[src/hw/tccr_pkg.sv]
// package: register map, field positions and reset values of the timer block
// Operation
// - overflow flag set on overflow only while both serial clock selects clear
// - external event flag set when trigger falling edge causes capture or reload
// - external event flag with interrupt enabled requests the timer interrupt outside up/down mode
// - in up/down mode the external event flag raises no interrupt
// - receive clock select routes this overflow to receiver, else timer 1 overflow
// - transmit clock select routes this overflow to transmitter, else timer 1 overflow
// - trigger enable and no serial clocking: trigger falling edge captures or reloads
// - timer counts only while run control is set
// - select clear counts internal clock, set counts count pin falling edges
// - serial clocking forces auto-reload on overflow, capture select ignored
// - reload mode reloads on overflow and on enabled trigger falling edge
// - capture mode with trigger enable captures count on trigger falling edge
package tccr_pkg;

    // ****************************************************************
    // register byte addresses
    // ****************************************************************
    localparam logic [7:0] TCCR_OFF_COUNT   = 8'h00;
    localparam logic [7:0] TCCR_OFF_RELOAD  = 8'h04;
    localparam logic [7:0] TCCR_OFF_STATUS  = 8'h08;
    localparam logic [7:0] TCCR_OFF_MASK    = 8'h0c;
    localparam logic [7:0] TCCR_OFF_MODE    = 8'h10;
    localparam logic [7:0] TCCR_OFF_CONTROL = 8'hc8;

    // ****************************************************************
    // control register fields
    // ****************************************************************
    localparam int TCCR_CTL_OVF  = 7;
    localparam int TCCR_CTL_EXT  = 6;
    localparam int TCCR_CTL_RCLK = 5;
    localparam int TCCR_CTL_TRANSMIT_CLOCK_SELECT = 4;
    localparam int TCCR_CTL_TEN  = 3;
    localparam int TCCR_CTL_RUN  = 2;
    localparam int TCCR_CTL_CT   = 1;
    localparam int TCCR_CTL_CP   = 0;

    // ****************************************************************
    // status, mask and mode fields
    // ****************************************************************
    localparam int TCCR_ST_OVF   = 0;
    localparam int TCCR_ST_EXT   = 1;
    localparam int TCCR_ST_W     = 2;
    localparam int TCCR_MODE_DIR = 0;

    // ****************************************************************
    // reset values
    // ****************************************************************
    localparam logic [7:0]  TCCR_RST_CONTROL = 8'h00;
    localparam logic [15:0] TCCR_RST_COUNT   = 16'h0000;
    localparam logic [15:0] TCCR_RST_RELOAD  = 16'h0000;
    localparam logic [1:0]  TCCR_RST_STATUS  = 2'h0;
    localparam logic [1:0]  TCCR_RST_MASK    = 2'h0;
    localparam logic [31:0] TCCR_RST_RDATA   = 32'h0000_0000;

endpackage

[src/hw/tccr_fall_detect.sv]
// falling edge detectors for the synchronous external pins
`timescale 1ns/10ps
module tccr_fall_detect #(
    parameter int WIDTH = 2
) (
    input  wire logic             pclk,
    input  wire logic             presetn,
    input  wire logic [WIDTH-1:0] pin,
    output wire logic [WIDTH-1:0] fall
);

    // ****************************************************************
    // one history flop per pin
    // ****************************************************************
    genvar i;
    generate
        for (i = 0; i < WIDTH; i++) begin : g_bit
            logic last;
            // reset high so a pin held low at release is seen as one falling edge
            always_ff @(posedge pclk or negedge presetn) begin
                if (!presetn) begin
                    last <= 1'b1;
                end else begin
                    last <= pin[i];
                end
            end
            assign fall[i] = last & ~pin[i];
        end
    endgenerate

endmodule

[src/hw/tccr_timer.sv]
// timer two: counter, capture/reload, serial baud select, flags and apb slave
`timescale 1ns/10ps
module tccr_timer #(
    parameter int CNT_W = 16
) (
    input  wire logic        pclk,
    input  wire logic        presetn,
    input  wire logic        psel,
    input  wire logic        penable,
    input  wire logic        pwrite,
    input  wire logic [7:0]  paddr,
    input  wire logic [31:0] pwdata,
    output logic      [31:0] prdata,
    output wire logic        pready,
    output wire logic        pslverr,
    input  wire logic        count_pin,
    input  wire logic        trigger_pin,
    input  wire logic        timer1_overflow,
    output wire logic        rx_baud_tick,
    output wire logic        tx_baud_tick,
    output wire logic        irq
);

    // ****************************************************************
    // state
    // ****************************************************************
    logic [7:0]       timer_two_control;
    logic [CNT_W-1:0] count;
    logic [CNT_W-1:0] capture_reload;
    logic [1:0]       irq_status;
    logic [1:0]       irq_mask;
    logic             direction_count_enable;

    wire logic overflow_flag         = timer_two_control[tccr_pkg::TCCR_CTL_OVF];
    wire logic external_event_flag   = timer_two_control[tccr_pkg::TCCR_CTL_EXT];
    wire logic receive_clock_select  = timer_two_control[tccr_pkg::TCCR_CTL_RCLK];
    wire logic transmit_clock_select = timer_two_control[tccr_pkg::TCCR_CTL_TRANSMIT_CLOCK_SELECT];
    wire logic trigger_enable        = timer_two_control[tccr_pkg::TCCR_CTL_TEN];
    wire logic run_control           = timer_two_control[tccr_pkg::TCCR_CTL_RUN];
    wire logic counter_timer_select  = timer_two_control[tccr_pkg::TCCR_CTL_CT];
    wire logic capture_reload_select = timer_two_control[tccr_pkg::TCCR_CTL_CP];

    // ****************************************************************
    // apb decode
    // ****************************************************************
    wire logic setup_rd = psel & ~penable & ~pwrite;
    wire logic access   = psel & penable;
    wire logic hit_cnt  = paddr == tccr_pkg::TCCR_OFF_COUNT;
    wire logic hit_rld  = paddr == tccr_pkg::TCCR_OFF_RELOAD;
    wire logic hit_st   = paddr == tccr_pkg::TCCR_OFF_STATUS;
    wire logic hit_msk  = paddr == tccr_pkg::TCCR_OFF_MASK;
    wire logic hit_mode = paddr == tccr_pkg::TCCR_OFF_MODE;
    wire logic hit_ctl  = paddr == tccr_pkg::TCCR_OFF_CONTROL;
    wire logic hit_any  = hit_cnt | hit_rld | hit_st | hit_msk | hit_mode | hit_ctl;
    wire logic wr       = access & pwrite;
    wire logic wr_cnt   = wr & hit_cnt;
    wire logic wr_rld   = wr & hit_rld;
    wire logic wr_st    = wr & hit_st;
    wire logic wr_msk   = wr & hit_msk;
    wire logic wr_mode  = wr & hit_mode;
    wire logic wr_ctl   = wr & hit_ctl;

    // zero wait states; unmapped addresses answer with an error
    assign pready  = 1'b1;
    assign pslverr = access & ~hit_any;

    wire logic [31:0] rd_mux =
        hit_cnt  ? {{(32-CNT_W){1'b0}}, count} :
        hit_rld  ? {{(32-CNT_W){1'b0}}, capture_reload} :
        hit_st   ? {30'h0, irq_status} :
        hit_msk  ? {30'h0, irq_mask} :
        hit_mode ? {31'h0, direction_count_enable} :
        hit_ctl  ? {24'h0, timer_two_control} :
        tccr_pkg::TCCR_RST_RDATA;

    // ****************************************************************
    // pin edges
    // ****************************************************************
    logic [1:0] falls;

    tccr_fall_detect #(
        .WIDTH (2)
    ) tccr_fall_detect_inst (
        .pclk    (pclk),
        .presetn (presetn),
        .pin     ({trigger_pin, count_pin}),
        .fall    (falls)
    );

    wire logic count_fall   = falls[0];
    wire logic trigger_fall = falls[1];

    // ****************************************************************
    // counting and events
    // ****************************************************************
    wire logic [CNT_W-1:0] all_ones = {CNT_W{1'b1}};
    wire logic baud_mode  = receive_clock_select | transmit_clock_select;
    // counter select must stay clear in clock-out mode; not checked here
    wire logic tick       = run_control & (counter_timer_select ? count_fall : 1'b1);
    wire logic ovf_evt    = tick & (count == all_ones);
    wire logic cap_mode   = capture_reload_select & ~baud_mode;
    wire logic trig_evt   = trigger_fall & trigger_enable & ~baud_mode;
    wire logic cap_evt    = trig_evt & cap_mode;
    wire logic trig_rld   = trig_evt & ~cap_mode;
    wire logic ovf_rld    = ovf_evt & ~cap_mode;
    wire logic ovf_set    = ovf_evt & ~baud_mode;
    wire logic ext_set    = trig_evt;

    // software write wins over counting; trigger reload wins over a tick
    wire logic [CNT_W-1:0] next_count =
        wr_cnt             ? pwdata[CNT_W-1:0] :
        (ovf_rld | trig_rld) ? capture_reload :
        tick               ? count + 1'b1 :
        count;

    // a capture is an event and beats a software write
    wire logic [CNT_W-1:0] next_capture_reload =
        cap_evt ? count :
        wr_rld  ? pwdata[CNT_W-1:0] :
        capture_reload;

    // ****************************************************************
    // serial baud clocks
    // ****************************************************************
    assign rx_baud_tick = receive_clock_select  ? ovf_evt : timer1_overflow;
    assign tx_baud_tick = transmit_clock_select ? ovf_evt : timer1_overflow;

    // ****************************************************************
    // control register: hardware set beats software clear of the flags
    // ****************************************************************
    wire logic [7:0] ctl_base = wr_ctl ? pwdata[7:0] : timer_two_control;
    wire logic [7:0] ctl_set  = {ovf_set, ext_set, 6'h00};
    wire logic [7:0] next_timer_two_control = ctl_base | ctl_set;

    // ****************************************************************
    // interrupts: sticky status, write one to clear, set wins
    // ****************************************************************
    // up/down mode keeps the external event off the interrupt line
    wire logic ext_irq_set = ext_set & ~direction_count_enable;
    wire logic [1:0] st_set = {ext_irq_set, ovf_set};
    wire logic [1:0] st_clr = wr_st ? pwdata[1:0] : 2'h0;
    wire logic [1:0] next_irq_status = (irq_status & ~st_clr) | st_set;
    assign irq = |(irq_status & irq_mask);

    // ****************************************************************
    // flops
    // ****************************************************************
    always_ff @(posedge pclk or negedge presetn) begin
        if (!presetn) begin
            timer_two_control <= tccr_pkg::TCCR_RST_CONTROL;
            count             <= tccr_pkg::TCCR_RST_COUNT[CNT_W-1:0];
            capture_reload    <= tccr_pkg::TCCR_RST_RELOAD[CNT_W-1:0];
        end else begin
            timer_two_control <= next_timer_two_control;
            count             <= next_count;
            capture_reload    <= next_capture_reload;
        end
    end

    always_ff @(posedge pclk or negedge presetn) begin
        if (!presetn) begin
            irq_status             <= tccr_pkg::TCCR_RST_STATUS;
            irq_mask               <= tccr_pkg::TCCR_RST_MASK;
            direction_count_enable <= 1'b0;
        end else begin
            irq_status <= next_irq_status;
            if (wr_msk) begin
                irq_mask <= pwdata[1:0];
            end
            if (wr_mode) begin
                direction_count_enable <= pwdata[tccr_pkg::TCCR_MODE_DIR];
            end
        end
    end

    // read data is taken in the setup cycle so it stands through the access
    always_ff @(posedge pclk or negedge presetn) begin
        if (!presetn) begin
            prdata <= tccr_pkg::TCCR_RST_RDATA;
        end else if (setup_rd) begin
            prdata <= rd_mux;
        end
    end

    // ****************************************************************
    // checks
    // ****************************************************************
    chk_ovf_flag_set: assert property (
        @(posedge pclk) disable iff (!presetn)
        ovf_evt && !baud_mode |=> overflow_flag && irq_status[0]
    ) else $error("overflow did not set the overflow flag");

    chk_ovf_baud_quiet: assert property (
        @(posedge pclk) disable iff (!presetn)
        baud_mode && !wr_ctl && !overflow_flag |=> !overflow_flag
    ) else $error("overflow flag set while clocking the serial port");

    chk_ext_flag_set: assert property (
        @(posedge pclk) disable iff (!presetn)
        trigger_fall && trigger_enable && !baud_mode |=> external_event_flag
    ) else $error("trigger event did not set the external event flag");

    chk_ext_irq_raise: assert property (
        @(posedge pclk) disable iff (!presetn)
        trig_evt && !direction_count_enable && irq_mask[1] && !wr_msk |=> irq
    ) else $error("external event did not raise the interrupt");

    chk_updown_no_irq: assert property (
        @(posedge pclk) disable iff (!presetn)
        direction_count_enable && !irq_status[1] |=> !irq_status[1]
    ) else $error("external event interrupt in up/down mode");

    chk_rx_baud_src: assert property (
        @(posedge pclk) disable iff (!presetn)
        receive_clock_select && rx_baud_tick |-> run_control && count == all_ones
    ) else $error("receive baud tick without timer overflow");

    chk_tx_baud_src: assert property (
        @(posedge pclk) disable iff (!presetn)
        !transmit_clock_select |-> tx_baud_tick == timer1_overflow
    ) else $error("transmit baud tick not from timer 1");

    chk_trig_ignored: assert property (
        @(posedge pclk) disable iff (!presetn)
        (!trigger_enable || baud_mode) && !wr_ctl && !external_event_flag
        |=> !external_event_flag
    ) else $error("trigger pin event not ignored");

    chk_run_stop: assert property (
        @(posedge pclk) disable iff (!presetn)
        !run_control && !wr_cnt && !trig_rld |=> $stable(count)
    ) else $error("count moved while stopped");

    chk_timer_inc: assert property (
        @(posedge pclk) disable iff (!presetn)
        run_control && !counter_timer_select && !wr_cnt && !trig_rld
        && count != all_ones |=> count == $past(count) + 1'b1
    ) else $error("timer mode did not increment");

    chk_baud_reload: assert property (
        @(posedge pclk) disable iff (!presetn)
        ovf_evt && baud_mode && !wr_cnt |=> count == $past(capture_reload)
    ) else $error("no auto-reload in baud mode");

    chk_trig_reload: assert property (
        @(posedge pclk) disable iff (!presetn)
        trig_evt && !capture_reload_select && !wr_cnt
        |=> count == $past(capture_reload)
    ) else $error("trigger did not reload the count");

    chk_capture_value: assert property (
        @(posedge pclk) disable iff (!presetn)
        trig_evt && capture_reload_select |=> capture_reload == $past(count)
    ) else $error("capture register missed the count");

    chk_cap_wrap: assert property (
        @(posedge pclk) disable iff (!presetn)
        ovf_evt && cap_mode && !wr_cnt |=> count == '0
    ) else $error("capture mode overflow did not wrap to zero");

    cov_reload_ovf: cover property (
        @(posedge pclk) disable iff (!presetn) ovf_rld && !baud_mode);
    cov_capture: cover property (
        @(posedge pclk) disable iff (!presetn) cap_evt);
    cov_baud_tick: cover property (
        @(posedge pclk) disable iff (!presetn) rx_baud_tick && receive_clock_select);
    cov_irq_rise: cover property (
        @(posedge pclk) disable iff (!presetn) $rose(irq));

endmodule

[config.mk]
export PLATFORM = sky130hd
export DESIGN_NAME = tccr_timer
export DESIGN_NICKNAME = d
export VERILOG_FILES = /design/src/hw/tccr_pkg.sv /design/src/hw/tccr_fall_detect.sv /design/src/hw/tccr_timer.sv
export SDC_FILE = /design/constraint.sdc
export NUM_CORES = 1
export LEC_CHECK = 0
export ABC_CLOCK_PERIOD_IN_PS = 2500
export BUFFER_PORTS_ARGS = -buffer_cell sky130_fd_sc_hd__buf_2
export CORE_ASPECT_RATIO = 1.1
export CORE_MARGIN = 1
export CORE_UTILIZATION = 55
export DETAILED_ROUTE_END_ITERATION = 10
export MAX_ROUTING_LAYER = met4
export PLACE_DENSITY = 0.81
export SYNTH_ARGS = -nofsm -noshare
export SYNTH_HDL_FRONTEND = slang
export SYNTH_HIERARCHICAL = 1
export SYNTH_SLANG_ARGS = --single-unit
[constraint.sdc]
create_clock -name pclk -period 2.5 [get_ports pclk]
set_clock_uncertainty 0.05 [all_clocks]
set_input_delay 0.125 -clock pclk [delete_from_list [all_inputs] [get_ports pclk]]
set_output_delay 0.125 -clock pclk [all_outputs]
set_load 0.03 [all_outputs]
Yosys cells after proc, flatten, opt, wreduce, memory -nomap -nowiden. Index checks and enable logic that the tools add are counted.

Bits in registers: 79. Input port bits: 48. Output and inout port bits: 37. Logic and storage cells: 79.

Add/sub/neg operators: 1. Eq/ne operators: 6. Muxes and demuxes: 16. Bitwise operators: 43. Reductions and logical operators: 4.

Operators with widths (count): two-way mux 16 bit (7); two-way mux 8 bit (5); AND 1 bit (23); adder 16 x 1 -> 16 bit (second input constant) (1); equality test 16 bit (second input constant) (1); equality test 8 x 4 -> 1 bit (second input constant) (2); equality test 8 x 3 -> 1 bit (second input constant) (1); equality test 8 x 5 -> 1 bit (second input constant) (1); equality test 8 bit (second input constant) (1); zero test 8 bit (1); inverter 1 bit (8); bitwise OR 8 bit (1); bitwise OR 1 bit (7); AND 2 bit (2); two-way mux 1 bit (3); nonzero test 3 bit (1); two-way mux 2 bit (1); inverter 2 bit (1); bitwise OR 2 bit (1); nonzero test 2 bit (1); OR reduction 2 bit (1).

Longest topological paths before layout.
Depth in word-level cells: 9. Depth in mapped cells: 8. Gate-level depth less buffers: 6.

Cells and area by module. Netlist, hierarchy kept.

Modules (own cells, without submodules): tccr_timer (times used 1, cells an instance 400, area each 3707.3 um2, sequential area each 1526.5 um2); tccr_fall_detect (times used 1, cells an instance 4, area each 80.1 um2, sequential area each 52.6 um2).

Least setup slack after synthesis. No wires, ideal clock.

Path type: flip-flop to flip-flop. Start: register tccr_fall_detect_inst.g_bit[1].last. End: register count[6]. Library setup time: 129 ps. Arrival: 1838 ps. Required time: 2321 ps. Slack: 482 ps. Cell stages (with the launch flop): 8. Path buffers: 1. Cells stage by stage: dfstp_2 nor2b_4 or4bb_1 nor2_2 a31oi_4 buf_6 o32ai_1 a21oi_1.

Word-level cells in the longest chain between the ends: 7. Elaborated cells between the ends (all ways): 8. Classes of those cells: 2 x mux; 5 x bitwise; 1 x reduce/logical.

RTL lines: start, declared (line tccr_fall_detect.sv:18) `logic last;`; start signal, assigned (line tccr_fall_detect.sv:24) `last <= pin[i];`; AND 1 bit (*) (line tccr_fall_detect.sv:27) `assign fall[i] = last & ~pin[i];`; net falls[1] (line tccr_timer.sv:79) `logic [1:0] falls;`; AND 1 bit (*) (2 in a row) (line tccr_timer.sv:102) `wire logic trig_evt = trigger_fall & trigger_enable & ~baud_mode;`; AND 1 bit (*) (line tccr_timer.sv:104) `wire logic trig_rld = trig_evt & ~cap_mode;`; bitwise OR 1 bit (*) (line tccr_timer.sv:112) `(ovf_rld | trig_rld) ? capture_reload :`; two-way mux 16 bit (line tccr_timer.sv:112); two-way mux 16 bit (line tccr_timer.sv:111) `wr_cnt ? pwdata[CNT_W-1:0] :`; end signal, assigned (line tccr_timer.sv:151) `count <= tccr_pkg::TCCR_RST_COUNT[CNT_W-1:0];`; end signal, assigned (line tccr_timer.sv:155) `count <= next_count;`; end, declared (line tccr_timer.sv:28) `logic [CNT_W-1:0] count;`.

Mark *: on every way through the listed nets, which the timed path passes. The rest lies on a longest branch. A chain may end at the register's enable or synchronous reset.

Final worst setup path.
Start: register tccr_fall_detect_inst.g_bit[0].last. End: output tx_baud_tick.

Word-level cells in the longest chain between the ends: 5.

RTL lines: start, declared (line tccr_fall_detect.sv:18); start signal, assigned (line tccr_fall_detect.sv:24); AND 1 bit (line tccr_fall_detect.sv:27); net falls[0] (line tccr_timer.sv:79); two-way mux 1 bit (line tccr_timer.sv:99) `wire logic tick = run_control & (counter_timer_select ? count_fall : 1'b1);`; AND 1 bit (line tccr_timer.sv:99); AND 1 bit (line tccr_timer.sv:100) `wire logic ovf_evt = tick & (count == all_ones);`; two-way mux 1 bit (line tccr_timer.sv:126) `assign tx_baud_tick = transmit_clock_select ? ovf_evt : timer1_overflow;`; end, declared (line tccr_timer.sv:20) `output wire logic tx_baud_tick,`.

The timed path passes the listed nets, and every way through them passes these cells.

==> impl_metrics.py <==
metrics = {
    "power": {
        "p_leak_nw": 2.12,
        "ir_worst_vdd_mv": 0.367,
        "power.density_nw_per_um2": 566,
    },
    "layout": {
        "utilization_pct": 66.6,
        "areaGrowthSynthToFinish_pct": 16.6,
        "final_area_sq_um": 4420,
        "fin_nets": 522,
        "diodes": 0,
        "fill_cells": 565,
        "drive_gt1_share_pct": 24.1,
    },
    "sta": {
        "rsz0062_at_grt": "no",
        "tightest_slew_ns": 1.20,
        "fin_tns_setup_ns": 0,
        "max_freq_ghz": 0.427,
        "final_max_slew_viol_count": 0,
        "relSlewSlack_pct": 19.9,
        "hold_viol": 0,
        "finalWorstSetupSlack_ns": 0.160,
        "setup_viol": 0,
        "fin_crit_ns": 2.34,
        "hold_ws_ns": 0.0113,
        "finalCritPeriodShare_pct": 93.6,
    },
    "cts": {
        "clk_pin_slew_ns": 0.07,
        "clock-sinks": 63,
        "cts_tree": "built",
        "clockBufferDepth": 2,
        "cts-buffers-inserted": 9,
        "worstSkewPairLatency_ns": 0.35,
        "htreeDepth": 3,
        "postCtsResizedCells": 0,
        "cts-root-buf": "clkbuf_8",
    },
    "die": {
        "ioPinCount": 85,
        "die_area_sq_um": 7220,
        "core_area_sq_um": 6630,
        "rows": 31,
        "die_h_um": 89.0,
        "die_w_um": 81.1,
        "initial_utilization_pct": 57.1,
    },
    "logic_synthesis": {
        "synth_edf_count": 0,
        "synth_area_leader_cell": "dfrtp_1",
        "synth_cell_types": 68,
        "synth_top_area_share_pct": 40.3,
        "yosysWarnings": 6,
        "synth_area_leaders": "dfrtp_1 40%, mux2i_1 6.6%, nand2_1 4.8%",
        "seq_area_frac_synth_pct": 41.7,
        "synth.avg_cell_area_sq_um": 9.37,
        "synth_cells": 404,
        "ys_ff_latch": 63,
        "synth.cell_area_sq_um": 3790,
        "synth_ff_type": "dfrtp_1",
        "async_flop_share_pct": 100,
    },
    "drt": {
        "post-route-drc-count": 0,
        "antenna_left": 0,
        "wl_per_cell_um": 17.6,
        "wl_mm": 9.86,
        "first_pass_iters": 5,
        "vias": 3382,
        "viasPerCell": 6.04,
        "drtIter0Drc": 381,
    },
    "worst_setup_path": {
        "start_kind": "flop",
        "worstPathRequired_ns": 2.33,
        "r2r_cells": 4,
        "crit_chain": "nor2b_4 -> nand2b_1 -> and2_0 -> buf_4 -> and3_2 -> mux2_2 -> buf_2",
        "cp_max_fo": 6,
        "critPathKind": "flop to output pin",
        "critPathSlowestCell": "dfstp_2",
        "critPathArrivalTime_ns": 2.17,
        "max_stage_delay_ns": 0.52,
        "worstSetupEndpointType": "output pin",
    },
    "grt": {
        "grt_pass1_wl_mm": 15.9,
        "grt_antenna_before_repair": 0,
        "track_usage_pct": 30.6,
        "grt_start_max_net_pins": 64,
        "grt-ovfl-total": 0,
        "first_global_vias": 3262,
    },
    "job": {
        "max_cap_viol_count": 0,
    },
    "placement": {
        "dp_slack_ns": 0.256,
        "dpl.hpwl_mm": 6.97,
        "numPortBuffers": 51,
        "place.gp.congestion": 0.920,
        "placed_area_sq_um": 4130,
    },
    "min_path": {
        "min_path_type": "input port to flop",
        "whs_path_depth": 3,
    },
    "run_status": {
        "status": "finished clean",
    },
}
==> cell families (layout without fill, tap and decap cells) <==
| kind of cell | count (synthesis) | count (layout) | share of synthesized area (%) |
|---|---|---|---|
| flip-flops | 63 | 63 | 41.7 |
| AO/OA/AOI/OAI | 102 | 102 | 18.5 |
| multiplexers | 35 | 35 | 9.58 |
| buffers and inverters | 47 | 106 | 7.27 |
| adder cells (fa/ha/maj) | 1 | 1 | 0.330 |
| AND/OR/NAND/NOR | 147 | 147 | 20.8 |
| XOR/XNOR | 7 | 7 | 1.62 |
| other | 2 | 17 | 0.198 |
==> per-layer routing <==
layer | up-vias | GRT usage (%) | part of all wire, %
met5 | - | - | 0
met4 | 0 | 10.4 | 1.6
met3 | 21 | 5.51 | 7.1
met2 | 175 | 48.2 | 48
met1 | 1608 | 39.7 | 43
li1 | 1578 | - | -
==> cells in the mapped netlist, types with 3 or more instances <==
| master | instances |
|---|---|
| a22o_1 | 4 |
| nand3_1 | 11 |
| xor2_1 | 6 |
| o31ai_1 | 3 |
| buf_4 | 18 |
| nor4_1 | 6 |
| nand2_1 | 48 |
| dfrtp_1 | 61 |
| clkbuf_2 | 4 |
| o21ai_0 | 26 |
| a31oi_1 | 4 |
| mux2_2 | 5 |
| clkbuf_1 | 10 |
| nand2b_1 | 3 |
| nor2_1 | 35 |
| nand4_1 | 6 |
| a21oi_1 | 21 |
| mux2_1 | 5 |
| nor3_1 | 10 |
| a22oi_1 | 13 |
| a211oi_1 | 3 |
| inv_1 | 6 |
| buf_2 | 5 |
| and3_1 | 4 |
| mux2i_1 | 25 |
| a222oi_1 | 6 |
==> what timing repair did <==
action	CTS	global route
buffers inserted	0	0
hold endpoints to repair	73	0
hold buffers	10	0
endpoints found under the setup margin	0	2
==> registers in the layout, indices dropped and copies added, names as in the netlist <==
register                          count
tccr_fall_detect_inst/g_bit.last      2
irq_status                            2
irq_mask                              2
capture_reload                       16
prdata                               16
count                                16
direction_count_enable                1
timer_two_control                     8
==> cell type report <==
cell class	instances	area (sq um)	area share [%]
multi-input cells	309	1990	45.2
flip-flops and latches	63	1580	35.8
repair buffers	84	528	12.0
clock buffers	10	128	2.89
well taps	82	103	2.32
clock inverters	6	61.3	1.39
inverters	6	22.5	0.510
==> path summary, 6_finish.rpt <==
path / end / start / slack, ns
worst max-delay path: tx_baud_tick / tccr_fall_detect_inst/g_bit[0].last / 0.16
worst min-delay path: capture_reload[10] / pwdata[10] / 0.01
worst min register to register: prdata[2] / prdata[2] / 0.47
max in group asynchronous: prdata[15] / presetn / 1.44
worst max register to register: capture_reload[6] / timer_two_control[5] / 0.25
min in group asynchronous: count[3] / presetn / 0.43
==> stage by stage <==
stage / power (W) / cells
after floorplan: 0.00148 / 419
after global placement: 0.00161 / 534
after detailed placement: 0.00162 / 534
after CTS: 0.00250 / 560
after global routing: 0.00261 / 560
final: 0.00250 / 560
==> critical path: cells and delay by family (launching register included) <==
family	cells	cell delay, ns
flip-flops	1	0.52
multiplexers	1	0.15
buffers and inverters	2	0.36
AND/OR/NAND/NOR	4	0.78
==> cells in the final DEF (no fill, tap or decap), types with 5 or more instances in the layout <==
cell and count:
o21ai_0 26, a21oi_1 21, nand4_1 6, conb_1 17, mux2_2 5, buf_2 51
nor2_1 35, xor2_1 6, nor4_1 6, mux2_1 5, nand3_1 11, mux2i_1 25
clkbuf_8 9, buf_4 23, nand2_1 48, dlygate4sd3_1 10, a22oi_1 13, a222oi_1 6
dfrtp_1 61, inv_1 6, nor3_1 10
==> where the power goes <==
part           total [W]  switching (W)  internal [W]
combinational   0.000440       0.000283      0.000157
clock           0.000881       0.000424      0.000457
sequential       0.00118      0.0000744       0.00111
No activity file was read; power rests on OpenSTA's default activity.
